==> src/rtl/erp_pkg.sv <==
package erp_pkg;

  // Upper four bits of a select byte that address the memory array.
  localparam logic [3:0] DEV_TYPE_ID = 4'hA;
  // Width of a data byte and of the byte address.
  localparam int         DATA_W      = 8;
  // Entries of the buffer between the memory and the shifter.
  localparam int         FIFO_DEPTH  = 2;
  // Bit counter value that marks the eighth bit of a byte.
  localparam logic [3:0] LAST_BIT    = 4'h8;
  // Reset value of the bit counter.
  localparam logic [3:0] BIT_RST     = 4'h0;
  // Bit counter value after the first data bit is driven.
  localparam logic [3:0] BIT_FIRST   = 4'h1;
  // Byte shifted out when the memory has not answered in time.
  localparam logic [7:0] IDLE_FILL   = 8'hFF;

  // Serial engine states.
  typedef enum logic [6:0] {
    ST_IDLE    = 7'h01,
    ST_DEVSEL  = 7'h02,
    ST_DEVACK  = 7'h04,
    ST_ADDR    = 7'h08,
    ST_ADDRACK = 7'h10,
    ST_TX      = 7'h20,
    ST_RXACK   = 7'h40
  } erp_state_t;

endpackage : erp_pkg

==> src/rtl/erp_stream_if.sv <==
`timescale 1ns/1ps
interface erp_stream_if #(
  parameter int W = 8
);
  logic         valid;
  logic         ready;
  logic [W-1:0] data;

  modport src (output valid, output data, input ready);
  modport snk (input valid, input data, output ready);
endinterface : erp_stream_if

==> src/rtl/erp_fifo.sv <==
`timescale 1ns/1ps
module erp_fifo #(
  parameter int W     = 8,
  parameter int DEPTH = 2
) (
  input wire logic clk,
  input wire logic rst,
  erp_stream_if.snk s_in,
  erp_stream_if.src s_out
);
  import erp_pkg::*;

  localparam int PW = (DEPTH > 1) ? $clog2(DEPTH) : 1;

  typedef struct packed {
    logic [DEPTH-1:0][W-1:0] mem;
    logic [PW-1:0]           wr;
    logic [PW-1:0]           rd;
    logic [PW:0]             cnt;
    logic                    in_rdy;
  } erp_fifo_st_t;

  erp_fifo_st_t q;
  erp_fifo_st_t n;
  logic         push;
  logic         pop;

  ////////////////////////////////////////////////////////////////////////////
  // Ready is registered so the filling side sees a clean level.
  assign s_in.ready  = q.in_rdy;
  assign s_out.valid = (q.cnt != '0);
  assign s_out.data  = q.mem[q.rd];

  // Next state: write at the write index, read at the read index.
  always_comb begin
    n    = q;
    push = s_in.valid & q.in_rdy;
    pop  = s_out.ready & (q.cnt != '0);
    if (push) begin
      n.mem[q.wr] = s_in.data;
      n.wr        = (q.wr == PW'(DEPTH - 1)) ? '0 : q.wr + PW'(1);
    end
    if (pop) begin
      n.rd = (q.rd == PW'(DEPTH - 1)) ? '0 : q.rd + PW'(1);
    end
    case ({push, pop})
      2'b10:   n.cnt = q.cnt + (PW+1)'(1);
      2'b01:   n.cnt = q.cnt - (PW+1)'(1);
      default: n.cnt = q.cnt;
    endcase
    n.in_rdy = (n.cnt != (PW+1)'(DEPTH));
  end

  // State register.
  always_ff @(posedge clk) begin
    if (rst) begin
      q        <= '0;
      q.in_rdy <= 1'b1;
    end else begin
      q <= n;
    end
  end

endmodule : erp_fifo

==> src/rtl/erp_read_path.sv <==
`timescale 1ns/1ps
module erp_read_path #(
  parameter int ADDR_W = erp_pkg::DATA_W
) (
  input  wire logic                       REF_CLK,
  input  wire logic                       RST,
  input  wire logic                       SCL,
  input  wire logic                       SDA_IN,
  output logic                            SDA_OUT,
  output logic                            SDA_OE,
  input  wire logic                       CHIP_SELECT_PIN_0,
  input  wire logic                       CHIP_SELECT_PIN_1,
  input  wire logic                       CHIP_SELECT_PIN_2,
  input  wire logic                       WRITE_PROTECT_INPUT,
  output logic                            MEM_REQ,
  output logic [ADDR_W-1:0]               MEM_ADDR,
  input  wire logic [erp_pkg::DATA_W-1:0] MEM_RDATA,
  input  wire logic                       MEM_RVALID,
  output logic                            MEM_RREADY
);
  import erp_pkg::*;

  typedef struct packed {
    logic [1:0]        scl_sync;
    logic [1:0]        sda_sync;
    logic [1:0][2:0]   cs_sync;
    logic              scl_p;
    logic              sda_p;
    erp_state_t        st;
    logic [3:0]        bit_cnt;
    logic [7:0]        shift;
    logic              rw;
    logic [ADDR_W-1:0] addr;
    logic              sda_oe;
    logic              sda_out;
    logic              mem_req;
    logic [ADDR_W-1:0] mem_addr;
  } erp_top_st_t;

  erp_top_st_t       q;
  erp_top_st_t       n;
  logic              scl_s;
  logic              sda_s;
  logic              scl_rise;
  logic              scl_fall;
  logic              start;
  logic              stop;
  logic              id_match;
  logic              pop;
  logic [7:0]        byte_in;
  logic [ADDR_W-1:0] addr_inc;
  logic [ADDR_W-1:0] shift_addr;

  erp_stream_if #(.W(DATA_W)) mem_if ();
  erp_stream_if #(.W(DATA_W)) out_if ();

  ////////////////////////////////////////////////////////////////////////////
  // Memory answers enter the two-entry buffer; its ready is a flop inside it.
  assign mem_if.valid = MEM_RVALID;
  assign mem_if.data  = MEM_RDATA;
  assign MEM_RREADY   = mem_if.ready;
  assign out_if.ready = pop;

  erp_fifo #(
    .W     (DATA_W),
    .DEPTH (FIFO_DEPTH)
  ) u_fifo (
    .clk   (REF_CLK),
    .rst   (RST),
    .s_in  (mem_if),
    .s_out (out_if)
  );

  ////////////////////////////////////////////////////////////////////////////
  // Bus conditions seen on the synchronised lines only.
  assign scl_s      = q.scl_sync[1];
  assign sda_s      = q.sda_sync[1];
  assign scl_rise   = scl_s & ~q.scl_p;
  assign scl_fall   = ~scl_s & q.scl_p;
  assign start      = scl_s & q.scl_p & q.sda_p & ~sda_s;
  assign stop       = scl_s & q.scl_p & ~q.sda_p & sda_s;
  assign id_match   = (q.shift[7:4] == DEV_TYPE_ID) && (q.shift[3:1] == q.cs_sync[1]);
  assign byte_in    = out_if.valid ? out_if.data : IDLE_FILL;
  assign addr_inc   = q.addr + ADDR_W'(1);
  assign shift_addr = ADDR_W'(q.shift);

  // Outputs come straight from the state register.
  assign SDA_OUT  = q.sda_out;
  assign SDA_OE   = q.sda_oe;
  assign MEM_REQ  = q.mem_req;
  assign MEM_ADDR = q.mem_addr;

  ////////////////////////////////////////////////////////////////////////////
  // Next state of the serial engine.
  always_comb begin
    n          = q;
    pop        = 1'b0;
    n.scl_sync = {q.scl_sync[0], SCL};
    n.sda_sync = {q.sda_sync[0], SDA_IN};
    n.cs_sync  = {q.cs_sync[0], {CHIP_SELECT_PIN_2, CHIP_SELECT_PIN_1, CHIP_SELECT_PIN_0}};
    n.scl_p    = scl_s;
    n.sda_p    = sda_s;
    n.mem_req  = 1'b0;
    n.sda_out  = 1'b0;
    if (start) begin
      n.st      = ST_DEVSEL;
      n.bit_cnt = BIT_RST;
      n.sda_oe  = 1'b0;
    end else if (stop && (q.st != ST_TX)) begin
      n.st     = ST_IDLE;
      n.sda_oe = 1'b0;
    end else begin
      case (q.st)
        ST_DEVSEL, ST_ADDR: begin
          if (scl_rise) begin
            n.shift   = {q.shift[6:0], sda_s};
            n.bit_cnt = q.bit_cnt + 4'h1;
          end
          if (scl_fall && (q.bit_cnt == LAST_BIT)) begin
            n.bit_cnt = BIT_RST;
            if (q.st == ST_ADDR) begin
              n.addr   = shift_addr;
              n.sda_oe = 1'b1;
              n.st     = ST_ADDRACK;
            end else if (id_match) begin
              // Direction bit alone picks the branch; write protect is not read.
              n.sda_oe = 1'b1;
              n.rw     = q.shift[0];
              n.st     = ST_DEVACK;
              if (q.shift[0]) begin
                n.mem_req  = 1'b1;
                n.mem_addr = q.addr;
              end
            end else begin
              n.st = ST_IDLE;
            end
          end
        end
        ST_DEVACK: begin
          if (scl_fall) begin
            if (q.rw) begin
              pop       = out_if.valid;
              n.shift   = byte_in;
              n.sda_oe  = ~byte_in[7];
              n.bit_cnt = BIT_FIRST;
              n.st      = ST_TX;
            end else begin
              n.sda_oe = 1'b0;
              n.st     = ST_ADDR;
            end
          end
        end
        ST_ADDRACK: begin
          // Only a repeated start continues from here.
          if (scl_fall) begin
            n.sda_oe = 1'b0;
            n.st     = ST_IDLE;
          end
        end
        ST_TX: begin
          if (scl_fall) begin
            if (q.bit_cnt == LAST_BIT) begin
              n.sda_oe = 1'b0;
              n.addr   = addr_inc;
              n.st     = ST_RXACK;
            end else begin
              n.shift   = {q.shift[6:0], 1'b0};
              n.sda_oe  = ~q.shift[6];
              n.bit_cnt = q.bit_cnt + 4'h1;
            end
          end
        end
        ST_RXACK: begin
          if (scl_rise) begin
            if (sda_s) begin
              n.st = ST_IDLE;
            end else begin
              n.mem_req  = 1'b1;
              n.mem_addr = q.addr;
            end
          end else if (scl_fall) begin
            pop       = out_if.valid;
            n.shift   = byte_in;
            n.sda_oe  = ~byte_in[7];
            n.bit_cnt = BIT_FIRST;
            n.st      = ST_TX;
          end
        end
        default: begin
          n.sda_oe = 1'b0;
        end
      endcase
    end
  end

  // State register; lines idle high from reset.
  always_ff @(posedge REF_CLK) begin
    if (RST) begin
      q          <= '0;
      q.st       <= ST_IDLE;
      q.scl_sync <= 2'h3;
      q.sda_sync <= 2'h3;
      q.scl_p    <= 1'b1;
      q.sda_p    <= 1'b1;
    end else begin
      q <= n;
    end
  end
endmodule : erp_read_path

==> config.mk <==
export PLATFORM = sky130hd
export DESIGN_NAME = erp_read_path
export DESIGN_NICKNAME = d
export VERILOG_FILES = /design/src/rtl/erp_pkg.sv /design/src/rtl/erp_stream_if.sv /design/src/rtl/erp_fifo.sv /design/src/rtl/erp_read_path.sv
export SDC_FILE = /design/constraint.sdc
export NUM_CORES = 1
export LEC_CHECK = 0
export ABC_AREA = 1
export BUFFER_PORTS_ARGS = -buffer_cell sky130_fd_sc_hd__buf_4
export CAP_MARGIN = 20
export CORE_MARGIN = 5
export CORE_UTILIZATION = 30
export CTS_BUF_LIST = sky130_fd_sc_hd__clkbuf_16
export DETAILED_ROUTE_END_ITERATION = 7
export PLACE_DENSITY = 0.44
export SETUP_SLACK_MARGIN = 0.05
export SYNTH_ARGS = -nofsm -noshare
export SYNTH_HDL_FRONTEND = slang
export SYNTH_SLANG_ARGS = --single-unit
==> constraint.sdc <==
create_clock -name REF_CLK -period 6.11 [get_ports REF_CLK]
set_input_delay 1.222 -clock REF_CLK [delete_from_list [all_inputs] [get_ports REF_CLK]]
set_output_delay 1.222 -clock REF_CLK [all_outputs]
set_load 0.01 [all_outputs]
# --- Word level (Yosys, flattened, before mapping) ---
# Cells that the tools add are included.
totals:
  word_cells: 170
  ff_bits: 72
op_classes:
  n_reduce_logical: 21
  addsub: 6
  bitwise_logic: 18
  n_eq_ne: 40
  n_lt_le_gt_ge: 3
  mux: 60
op_table:
  columns: ["cell", "n"]
  rows:
  - ["$mux 9", 7]
  - ["$mux 19", 3]
  - ["$mux 12", 4]
  - ["$mux 8", 6]
  - ["$pmux 12 s4", 1]
  - ["$pmux 7 s5", 1]
  - ["$ne 2x2->1 const B", 17]
  - ["$mux 7", 4]
  - ["$mux 21", 1]
  - ["$ne 4x4->1 const B", 5]
  - ["$mux 1", 19]
  - ["$pmux 9 s2", 1]
  - ["$reduce_and 9->1", 2]
  - ["$bwmux 16", 1]
  - ["$pmux 8 s2", 1]
  - ["$reduce_and 8->1", 2]
  - ["$reduce_and 7->1", 2]
  - ["$mux 6", 2]
  - ["$ne 3x3->1 const B", 4]
  - ["$mux 11", 1]
  - ["$mux 10", 1]
  - ["$ne 5x5->1 const B", 2]
  - ["$reduce_and 10->1", 1]
  - ["$and 1x1->1", 9]
  - ["34 further kinds", 51]

# --- Depth between registers and ports, before layout ---
# Gate-level depths: netlist of the first run.
depth:
  word_depth: 11
  depth_mapped: 14
  depth_no_buf: 13

# --- Hierarchy ---
# From an unflattened synthesis of the first run, not the netlist that was laid out.
hier_totals:
  hier_cells: 584
  area_unflattened_um2: 3933.8
modules_own_cells:
  columns: ["module", "seq_area_each_um2", "area_per_inst_um2", "cells_per_inst", "n_inst"]
  rows:
  - ["erp_read_path", 1001.0, 3032.9, 457, 1]
  - ["erp_fifo", 420.4, 900.9, 127, 1]

# --- Worst setup path after synthesis of the first run ---
# Ideal clock, no wire load.
synth_path:
  path_type: "input -> register"
  startpoint: "in MEM_RVALID"
  endpoint: "reg u_fifo.q (netlist bit u_fifo.s_in.ready)"
  stages: 6
  slack_ns: 3.878
  required_time_ns: 5.991
  arrival_ns: 2.113
  n_path_buf: 0
  path_cell_list: "nand2_1 > ha_1 > nor3b_1 > o21ai_0 > a21oi_1 > nand2_1"
synth_between:
  elab_chain_len: 4
  elab_cells_between_ends: 5
  cone_classes: "eq/ne: 3; mux: 1; bitwise: 1"
synth_lines:
  columns: ["element", "line", "rtl"]
  rows:
  - ["start: declaration", "erp_read_path.sv:18", "input wire logic MEM_RVALID,"]
  - ["$and 1x1->1 *", "erp_fifo.sv:37", "push = s_in.valid & q.in_rdy;"]
  - ["$eq 2x1->1 or $eq 2x2->1 (tied branches)", "erp_fifo.sv:46", "case ({push, pop})"]
  - ["$pmux 2 s2 *", "erp_fifo.sv:46", null]
  - ["$ne 2x2->1 *", "erp_fifo.sv:51", "n.in_rdy = (n.cnt != (PW+1)'(DEPTH));"]
  - ["end signal: assignment", "erp_fifo.sv:60", "q <= n;"]
  - ["end: declaration", "erp_fifo.sv:23", "erp_fifo_st_t q;"]
# Every way passes the cells marked *; elsewhere a longest branch is shown, timed or not.
# A chain may end at the register's enable or synchronous reset.

# --- Final worst setup path of the first run ---
layout_path:
  startpoint: "reg q (netlist bit n[40])"
  endpoint: "reg u_fifo.q (netlist bit u_fifo.s_in.ready)"
layout_between:
  elab_chain_len: 11
  elab_cells_between_ends: 20
  cone_classes: "eq/ne: 3; mux: 7; bitwise: 9; reduce/logical: 1"
layout_lines:
  columns: ["element", "line", "rtl"]
  rows:
  - ["start: declaration", "erp_read_path.sv:40", "erp_top_st_t q;"]
  - ["start signal: assignment", "erp_read_path.sv:206", "q <= n;"]
  - ["$not 1->1", "erp_read_path.sv:79", "assign scl_fall = ~scl_s & q.scl_p;"]
  - ["$and 1x1->1", "erp_read_path.sv:79", null]
  - ["$mux 1", "erp_read_path.sv:181", "end else if (scl_fall) begin"]
  - ["$mux 1", "erp_read_path.sv:174", "if (scl_rise) begin"]
  - ["$pmux 1 s2", "erp_read_path.sv:113", "case (q.st)"]
  - ["$mux 1", "erp_read_path.sv:109", "end else if (stop && (q.st != ST_TX)) begin"]
  - ["$mux 1 *", "erp_read_path.sv:105", "if (start) begin"]
  - ["$and 1x1->1 *", "erp_fifo.sv:38", "pop = s_out.ready & (q.cnt != '0);"]
  - ["via u_fifo.pop", "erp_fifo.sv:26", "logic pop;"]
  - ["$eq 2x1->1 or $eq 2x2->1 (tied branches)", "erp_fifo.sv:46", null]
  - ["$pmux 2 s2 *", "erp_fifo.sv:46", null]
  - ["$ne 2x2->1 *", "erp_fifo.sv:51", null]
# Mark *: on every way through the listed nets, which the timed path passes. The rest lies on a longest branch.

==> out/qor.txt, run 1 <==
Share of cells above drive strength 1: 16.1%
Final setup TNS: 0 ns
Max Cap Violations: 0
Kind of critical path: reg -> reg
Pin count of the biggest net entering global routing: 25
Setup crit end kind: flip-flop
Final setup margin: 3.64 ns
Mapped Cells: 557
Fin cells: 751
WL/cell: 12.9 µm
Clock skew: 0.00672 ns
Fill cells: 1401
Core area: 12500 µm²
Starting density of the core: 30.4%
Synth Flop Type: dfxtp_1
PD cells: 246 nW/µm²
1st-pass router iterations: 5
Lkg Pwr: 1.93 nW
Deepest clock path buffer count: 2
Area leader, netlist: dfxtp_1
Gr usage total: 13.9%
Dpl cells: 735
Die height: 123 µm
Synth Register Bits: 71
DRC errors left: 0
Slowest cell on crit path: dfxtp_1
Yosys cell types: 38
Crit path time final: 2.47 ns
Avg Inst Size Synth: 6.84 µm²
Setup crit start kind: flip-flop
Buffers on Ports: 26
Mapped cell area: 3810 µm²
Final worst-path cycle share: 40.4%
Worst-path fanout max: 4
Post-synthesis sequential area ratio: 37.3%
Grt total ovfl: 0
CTS tree: yes
Placement Setup Slack: 3.37 ns
Peak supply drop: 155 µV
Yosys Warn Count: 0
Remaining antenna violation count: 0
# clock sinks: 71
Post-Syn Nets: 581
Final Setup Violations: 0
Die X: 123 µm
Synth cell count leaders: nand2_1, nor2_1, dfxtp_1, inv_1, o21ai_0
CTS H-Tree Depth: 3
Antenna violations before repair: 0
Synth-to-layout area growth: 15.3%
CTS buffer count: 9
Ports: 29
Power Total: 1.08 mW
Clk pin slew, worst setup/hold paths: 0.05 ns
Run status: finished, final reports clean
Fin. Hold Viols: 0
Clock Latency Late Sink: 0.34 ns
Row cnt: 41
Setup bufs post-CTS: 0
Synth area leaders: dfxtp_1, nand2_1, o21ai_0
CTS root buffer: clkbuf_16
Critical path cell sequence: ha_1 > nand3b_1 > o21bai_2 > nand2_1 > inv_1 > nand4_1 > inv_1 > ha_1 > nor3b_1 > o21ai_0 > a21oi_1 > nand2_1
Layout net count: 598
RSZ-0062 raised after global routing: false
Post-CTS sizing: 0
Max Slew Vio Count: 0
First-pass GRT wire length: 16.2 mm
Vias in the first global route: 3385
Via-to-Cell Ratio: 4.65
Most frequent cell after synthesis: nand2_1
Reg-to-reg setup timing slack: 3.64 ns
Slew HR: 53.0%
Post-synth top area share: 37.3%
Hpwl dp: 7.31 mm
Arrival time worst endpoint: 2.70 ns
Critical path data required time: 6.34 ns
Highest clock rate: 0.405 GHz
Worst-Margin Slew: 0.701 ns
Number of synthesized flops with an enable pin: 0
CTS Hold Bufs: 0
Via Count: 3489
Number of antenna diodes: 0
DR iter-0 viols: 206
Async SR Flop Fraction: 0%
Max incr delay on CP: 0.36 ns
Gp weighted congestion: 0.905
Final wirelength: 9.68 mm
Min-delay worst type: reg -> reg
Die area: 15000 µm²
## layout make-up
type	instances	area (µm²)	area share (%)
timing repair buffer	27	203	4.62
clock buffer	9	225	5.13
multi-input combinational	398	2010	45.8
tap	172	215	4.90
clock inverter	7	63.8	1.45
inverter	67	251	5.73
sequential	71	1420	32.4
## worst max-delay path, delay by kind of cell (launching register included)
kind	cells	cell delay (ns)
AND/OR/NAND/NOR	5	0.80
adder cells (fa/ha/maj)	2	0.51
AO/OA/AOI/OAI	3	0.51
flip-flops	1	0.36
buffers and inverters	2	0.17
## layer usage
metal | track usage [%] | part of all wire, % | up-vias | routed length (µm)
met5 | 0 | 0 | - | 0
met3 | 3.55 | 5.7 | 19 | 552
met2 | 22.4 | 45 | 86 | 4400
met4 | 6.02 | 2.4 | 0 | 233
met1 | 17.6 | 46 | 1576 | 4500
li1 | - | - | 1808 | -
## power breakdown
part	internal, mW	total (mW)	leakage [nW]	switching, mW
combinational	0.0282	0.0807	1.21	0.0525
sequential	0.481	0.491	0.578	0.00994
clock	0.312	0.511	0.140	0.199
total	0.821	1.08	1.93	0.262
## cell families after synthesis
family / after synthesis / synth area share (%)
other cells: 1 / 0.0985
buf+inv: 88 / 9.86
xor+xnor: 4 / 0.920
flops: 71 / 37.3
fa+ha+maj: 7 / 2.30
simple gates: 282 / 35.3
compound gates: 104 / 14.2
## sequential cells by signal, summed over array words and instances, names as in the netlist
signal	cells
n	7
MEM_REQ	1
u_fifo.q	20
SDA_OE	1
MEM_ADDR	8
q	25
shift_addr	8
u_fifo.s_in.ready	1
## path summary, 6_finish.rpt
path,startpoint,end,depth (start not counted)
min,n[45],q[45],2
max,n[40],u_fifo.s_in.ready,12
max reg2reg,n[40],u_fifo.s_in.ready,12
min reg2reg,n[45],q[45],2
## per-stage QoR
step           cell area [µm²]  utilization, %  hold slack [ns]
6_report                  4390            35.1            0.401
5_1_grt                   4390            35.1            0.423
3_3_place_gp              4100            32.8            0.394
3_5_place_dp              4100            32.8            0.397
2_1_floorplan             3810               -            0.388
4_1_cts                   4390            35.1            0.405
## cell usage in the layout, fill, tap and decap left out, types with 2 or more instances in the layout
| master | count |
|---|---|
| nor2_4 | 3 |
| nand2_4 | 2 |
| nand3_2 | 5 |
| buf_4 | 27 |
| or2_2 | 6 |
| ha_1 | 7 |
| a21oi_1 | 37 |
| nand4_1 | 6 |
| o21ai_0 | 58 |
| o21ai_1 | 3 |
| nor2_1 | 74 |
| nor2_2 | 20 |
| nor3_1 | 3 |
| nand3b_1 | 9 |
| clkinv_1 | 2 |
| inv_1 | 62 |
| nand2_1 | 111 |
| inv_2 | 5 |
| clkinv_2 | 2 |
| clkbuf_16 | 9 |
| nand3_1 | 30 |
| dfxtp_1 | 71 |
| xor2_1 | 4 |
| nand2_2 | 7 |
| a32oi_1 | 2 |
Note: power is estimated with default switching activity, not from simulation.
==> run 2: changes to the inputs <==
ABC_AREA = 0   (was 1)
PLACE_DENSITY = 0.45   (was 0.44)
clock period = 2.19 ns   (was 6.11 ns; I/O delays follow)
==> out/qor.txt, run 2 <==
Run status: finished, final reports clean
Grt total ovfl: 0 (unchanged)
Final worst-path cycle share: 99.3% (+59 points)
Lkg Pwr: 2.12 nW (+9.9%)
Final Setup Violations: 0 (unchanged)
Synth Register Bits: 71 (unchanged)
Remaining antenna violation count: 0 (unchanged)
Area of the multi-input gates: 2380 µm² (+18%)
DRC errors left: 0 (unchanged)
RSZ-0062 raised after global routing: true
Mapped Cells: 443 (-20%)
Yosys Warn Count: 0 (unchanged)
Die height: 122 µm (-0.53%)
Path depth of the worst reg2reg path: 8 (-4)
Gp weighted congestion: 0.929 (+2.7%)
Clock power frac: 49.2% (+2.0 points)
Largest regs: q (25), u_fifo.q (20)
1st-pass router iterations: 4 (-1)
Switch share: 23.1% (-1.1 points)
PD cells: 605 nW/µm² (+150%)
Worst-Margin Slew: 0.586 ns (-0.115 ns)
Buffers on Ports: 26 (unchanged)
First-pass GRT wire length: 16.6 mm (+2.2%)
Layout net count: 547 (-8.5%)
Buf/Inv on CP: 2 (unchanged)
Post-synth top area share: 37.8% (+0.43 points)
CTS root buffer: clkbuf_16
CP delay by family, top: simple AND/OR/NAND/NOR gates
WP depth: 8 (-4)
Ports: 29 (unchanged)
Clock Latency Late Sink: 0.34 ns (about the same)
Switching power total: 0.731 mW (+180%)
Kind of critical path: reg -> reg
Hold WS: 0.289 ns (-0.111 ns)
Synth-to-layout area growth: 39.0%
DP Area: 4570 µm² (+11%)
Peak supply drop: 342 µV (+120%)
Final setup TNS: 0 ns (unchanged)
Final setup margin: 0.0156 ns (-3.63 ns)
Number of antenna diodes: 0 (unchanged)
Design area: 5230 µm² (+19%)
Highest clock rate: 0.460 GHz (+14%)
WHS Path Cells: 2 (unchanged)
Min-delay worst type: in -> reg
Setup crit start kind: flip-flop
Clk pin slew, worst setup/hold paths: 0.06 ns (about the same)
Crit path time final: 2.17 ns (-0.295 ns)
Yosys cell types: 65 (+71%)
Number of synthesized flops with an enable pin: 0 (unchanged)
CTS buffer count: 9 (unchanged)
Fill cells: 1292 (-7.8%)
Via-to-Cell Ratio: 4.84 (+4.1%)
Async SR Flop Fraction: 0% (unchanged)
CTS H-Tree Depth: 3 (unchanged)
Final wirelength: 10.4 mm (+7.5%)
Die area: 14900 µm² (-1.1%)
Post-synthesis sequential area ratio: 37.8% (+0.43 points)
Core area: 12500 µm² (-0.41%)
Pin count of the biggest net entering global routing: 35 (+40%)
Die X: 122 µm (-0.53%)
Critical path cell sequence: buf_4 > or2_4 > a2111oi_4 > nor3b_4 > nor4_4 > buf_4 > mux2i_1 > nor2_1
Slowest cell on crit path: a2111oi_4
Most frequent cell after synthesis: dfxtp_1
Critical path data required time: 2.41 ns (-3.93 ns)
WL/cell: 14.9 µm (+15%)
Power Total: 3.17 mW (+190%)
Max Slew Vio Count: 0 (unchanged)
Starting density of the core: 30.2% (-0.23 points)
Worst-path fanout max: 6 (+2)
Vias in the first global route: 3308 (-2.3%)
Int Pwr: 2.43 mW (+200%)
Setup crit end kind: flip-flop
Arrival time worst endpoint: 2.39 ns (-0.31 ns)
Synth Flop Type: dfxtp_1
Gr usage total: 14.3% (+0.39 points)
Clock skew: 0.00698 ns (+0.000259 ns)
Row cnt: 41 (unchanged)
Most frequent cells in the layout: buf_4, dfxtp_1, nor2_1
Mapped cell area: 3760 µm² (-1.1%)
Fin. Hold Viols: 0 (unchanged)
Most flop-heavy register: q
Post-Syn Nets: 467 (-20%)
Share of cells above drive strength 1: 33.7% (+18 points)
Via Count: 3385 (-3.0%)
Area leader, netlist: dfxtp_1
Commonest non-fill, non-tap cell in the layout: buf_4
CTS tree: yes
Antenna violations before repair: 0 (unchanged)
Hpwl dp: 7.60 mm (+3.9%)
CP dominant cell by count: buf_4
Placement Setup Slack: -0.237 ns (-3.61 ns)
Logic pwr share: 8.2% (+0.7 points)
Max incr delay on CP: 0.38 ns (+0.02 ns)
Slew HR: 60.7% (+7.7 points)
Avg Inst Size Synth: 8.50 µm² (+24%)
Seq pwr share: 42.6% (-2.7 points)
Max reg flops: 25 (unchanged)
Max Cap Violations: 0 (unchanged)
Synth cell count leaders: dfxtp_1, nor2_1, mux2i_1, nand2_1, a21oi_1
Deepest clock path buffer count: 2 (unchanged)
Reg area: 1440 µm² (+1.4%)
DR iter-0 viols: 154 (-25%)
# clock sinks: 71 (unchanged)
Synth area leaders: dfxtp_1, mux2i_1, nor2_1
-- run 2: cell count changes in the layout (fill, tap and decap cells not counted), sizes merged, moves of 12 or more --
cell,previous run,this run
a21oi,37,25
buf,27,107
inv,67,11
mux2i,0,37
nand2,120,37
nand3,35,6
nor2,98,55
o21ai,61,17
-- run 2: path summary, 6_finish.rpt --
check | from | to | slack (ns)
max | q[37] | shift_addr[2] | 0.02
min | SDA_IN | n[48] | 0.29
max reg2reg | q[37] | shift_addr[2] | 0.02
min reg2reg | n[48] | n[39] | 0.41
-- run 2: through the flow --
stage | cells | util [%]
2_1_floorplan | 443 | -
3_3_place_gp | 674 | 36.7
3_5_place_dp | 674 | 36.7
4_1_cts | 694 | 40.8
5_1_grt | 700 | 42.0
6_report | 700 | 42.0
-- run 2: layout make-up --
cell class / instances / area share [%]
Inverter: 8 / 0.574
Sequential cell: 71 / 27.5
Multi-Input combinational cell: 326 / 45.5
Tap cell: 172 / 4.11
Clock inverter: 7 / 1.70
Timing Repair Buffer: 107 / 16.3
Clock buffer: 9 / 4.30
-- run 2: layer usage --
metal	share of wire, %	up-vias	GRT usage (%)
met4	1.8	0	6.30
met1	48	1582	19.2
li1	-	1713	-
met3	4.9	15	2.60
met5	0	-	0
met2	46	75	22.4
-- run 2: power groups by stage --
stage / logic, mW / registers (mW) / clock network (mW)
floorplan: 0.148 / 1.37 / 0
global placement: 0.236 / 1.38 / 0
detailed placement: 0.237 / 1.38 / 0
CTS: 0.253 / 1.35 / 1.60
global route: 0.286 / 1.35 / 1.66
finish: 0.261 / 1.35 / 1.56
-- run 2: logic make-up after synthesis --
| logic type | Yosys count | share of synthesized area [%] |
|---|---|---|
| mux | 37 | 9.84 |
| xor+xnor | 14 | 3.26 |
| compound gates | 89 | 15.2 |
| flops | 71 | 37.8 |
| fa+ha+maj | 7 | 2.33 |
| other cells | 1 | 0.0996 |
| buf+inv | 46 | 6.08 |
| simple gates | 178 | 25.4 |
-- run 2: timing repair --
action | in CTS | in global routing
pin swaps | 7 | 8
cloned | 1 | 0
buffers inserted | 3 | 6
gates resized for setup | 35 | 25
hold buffers | 0 | 0
endpoints found under the setup margin | 36 | 38
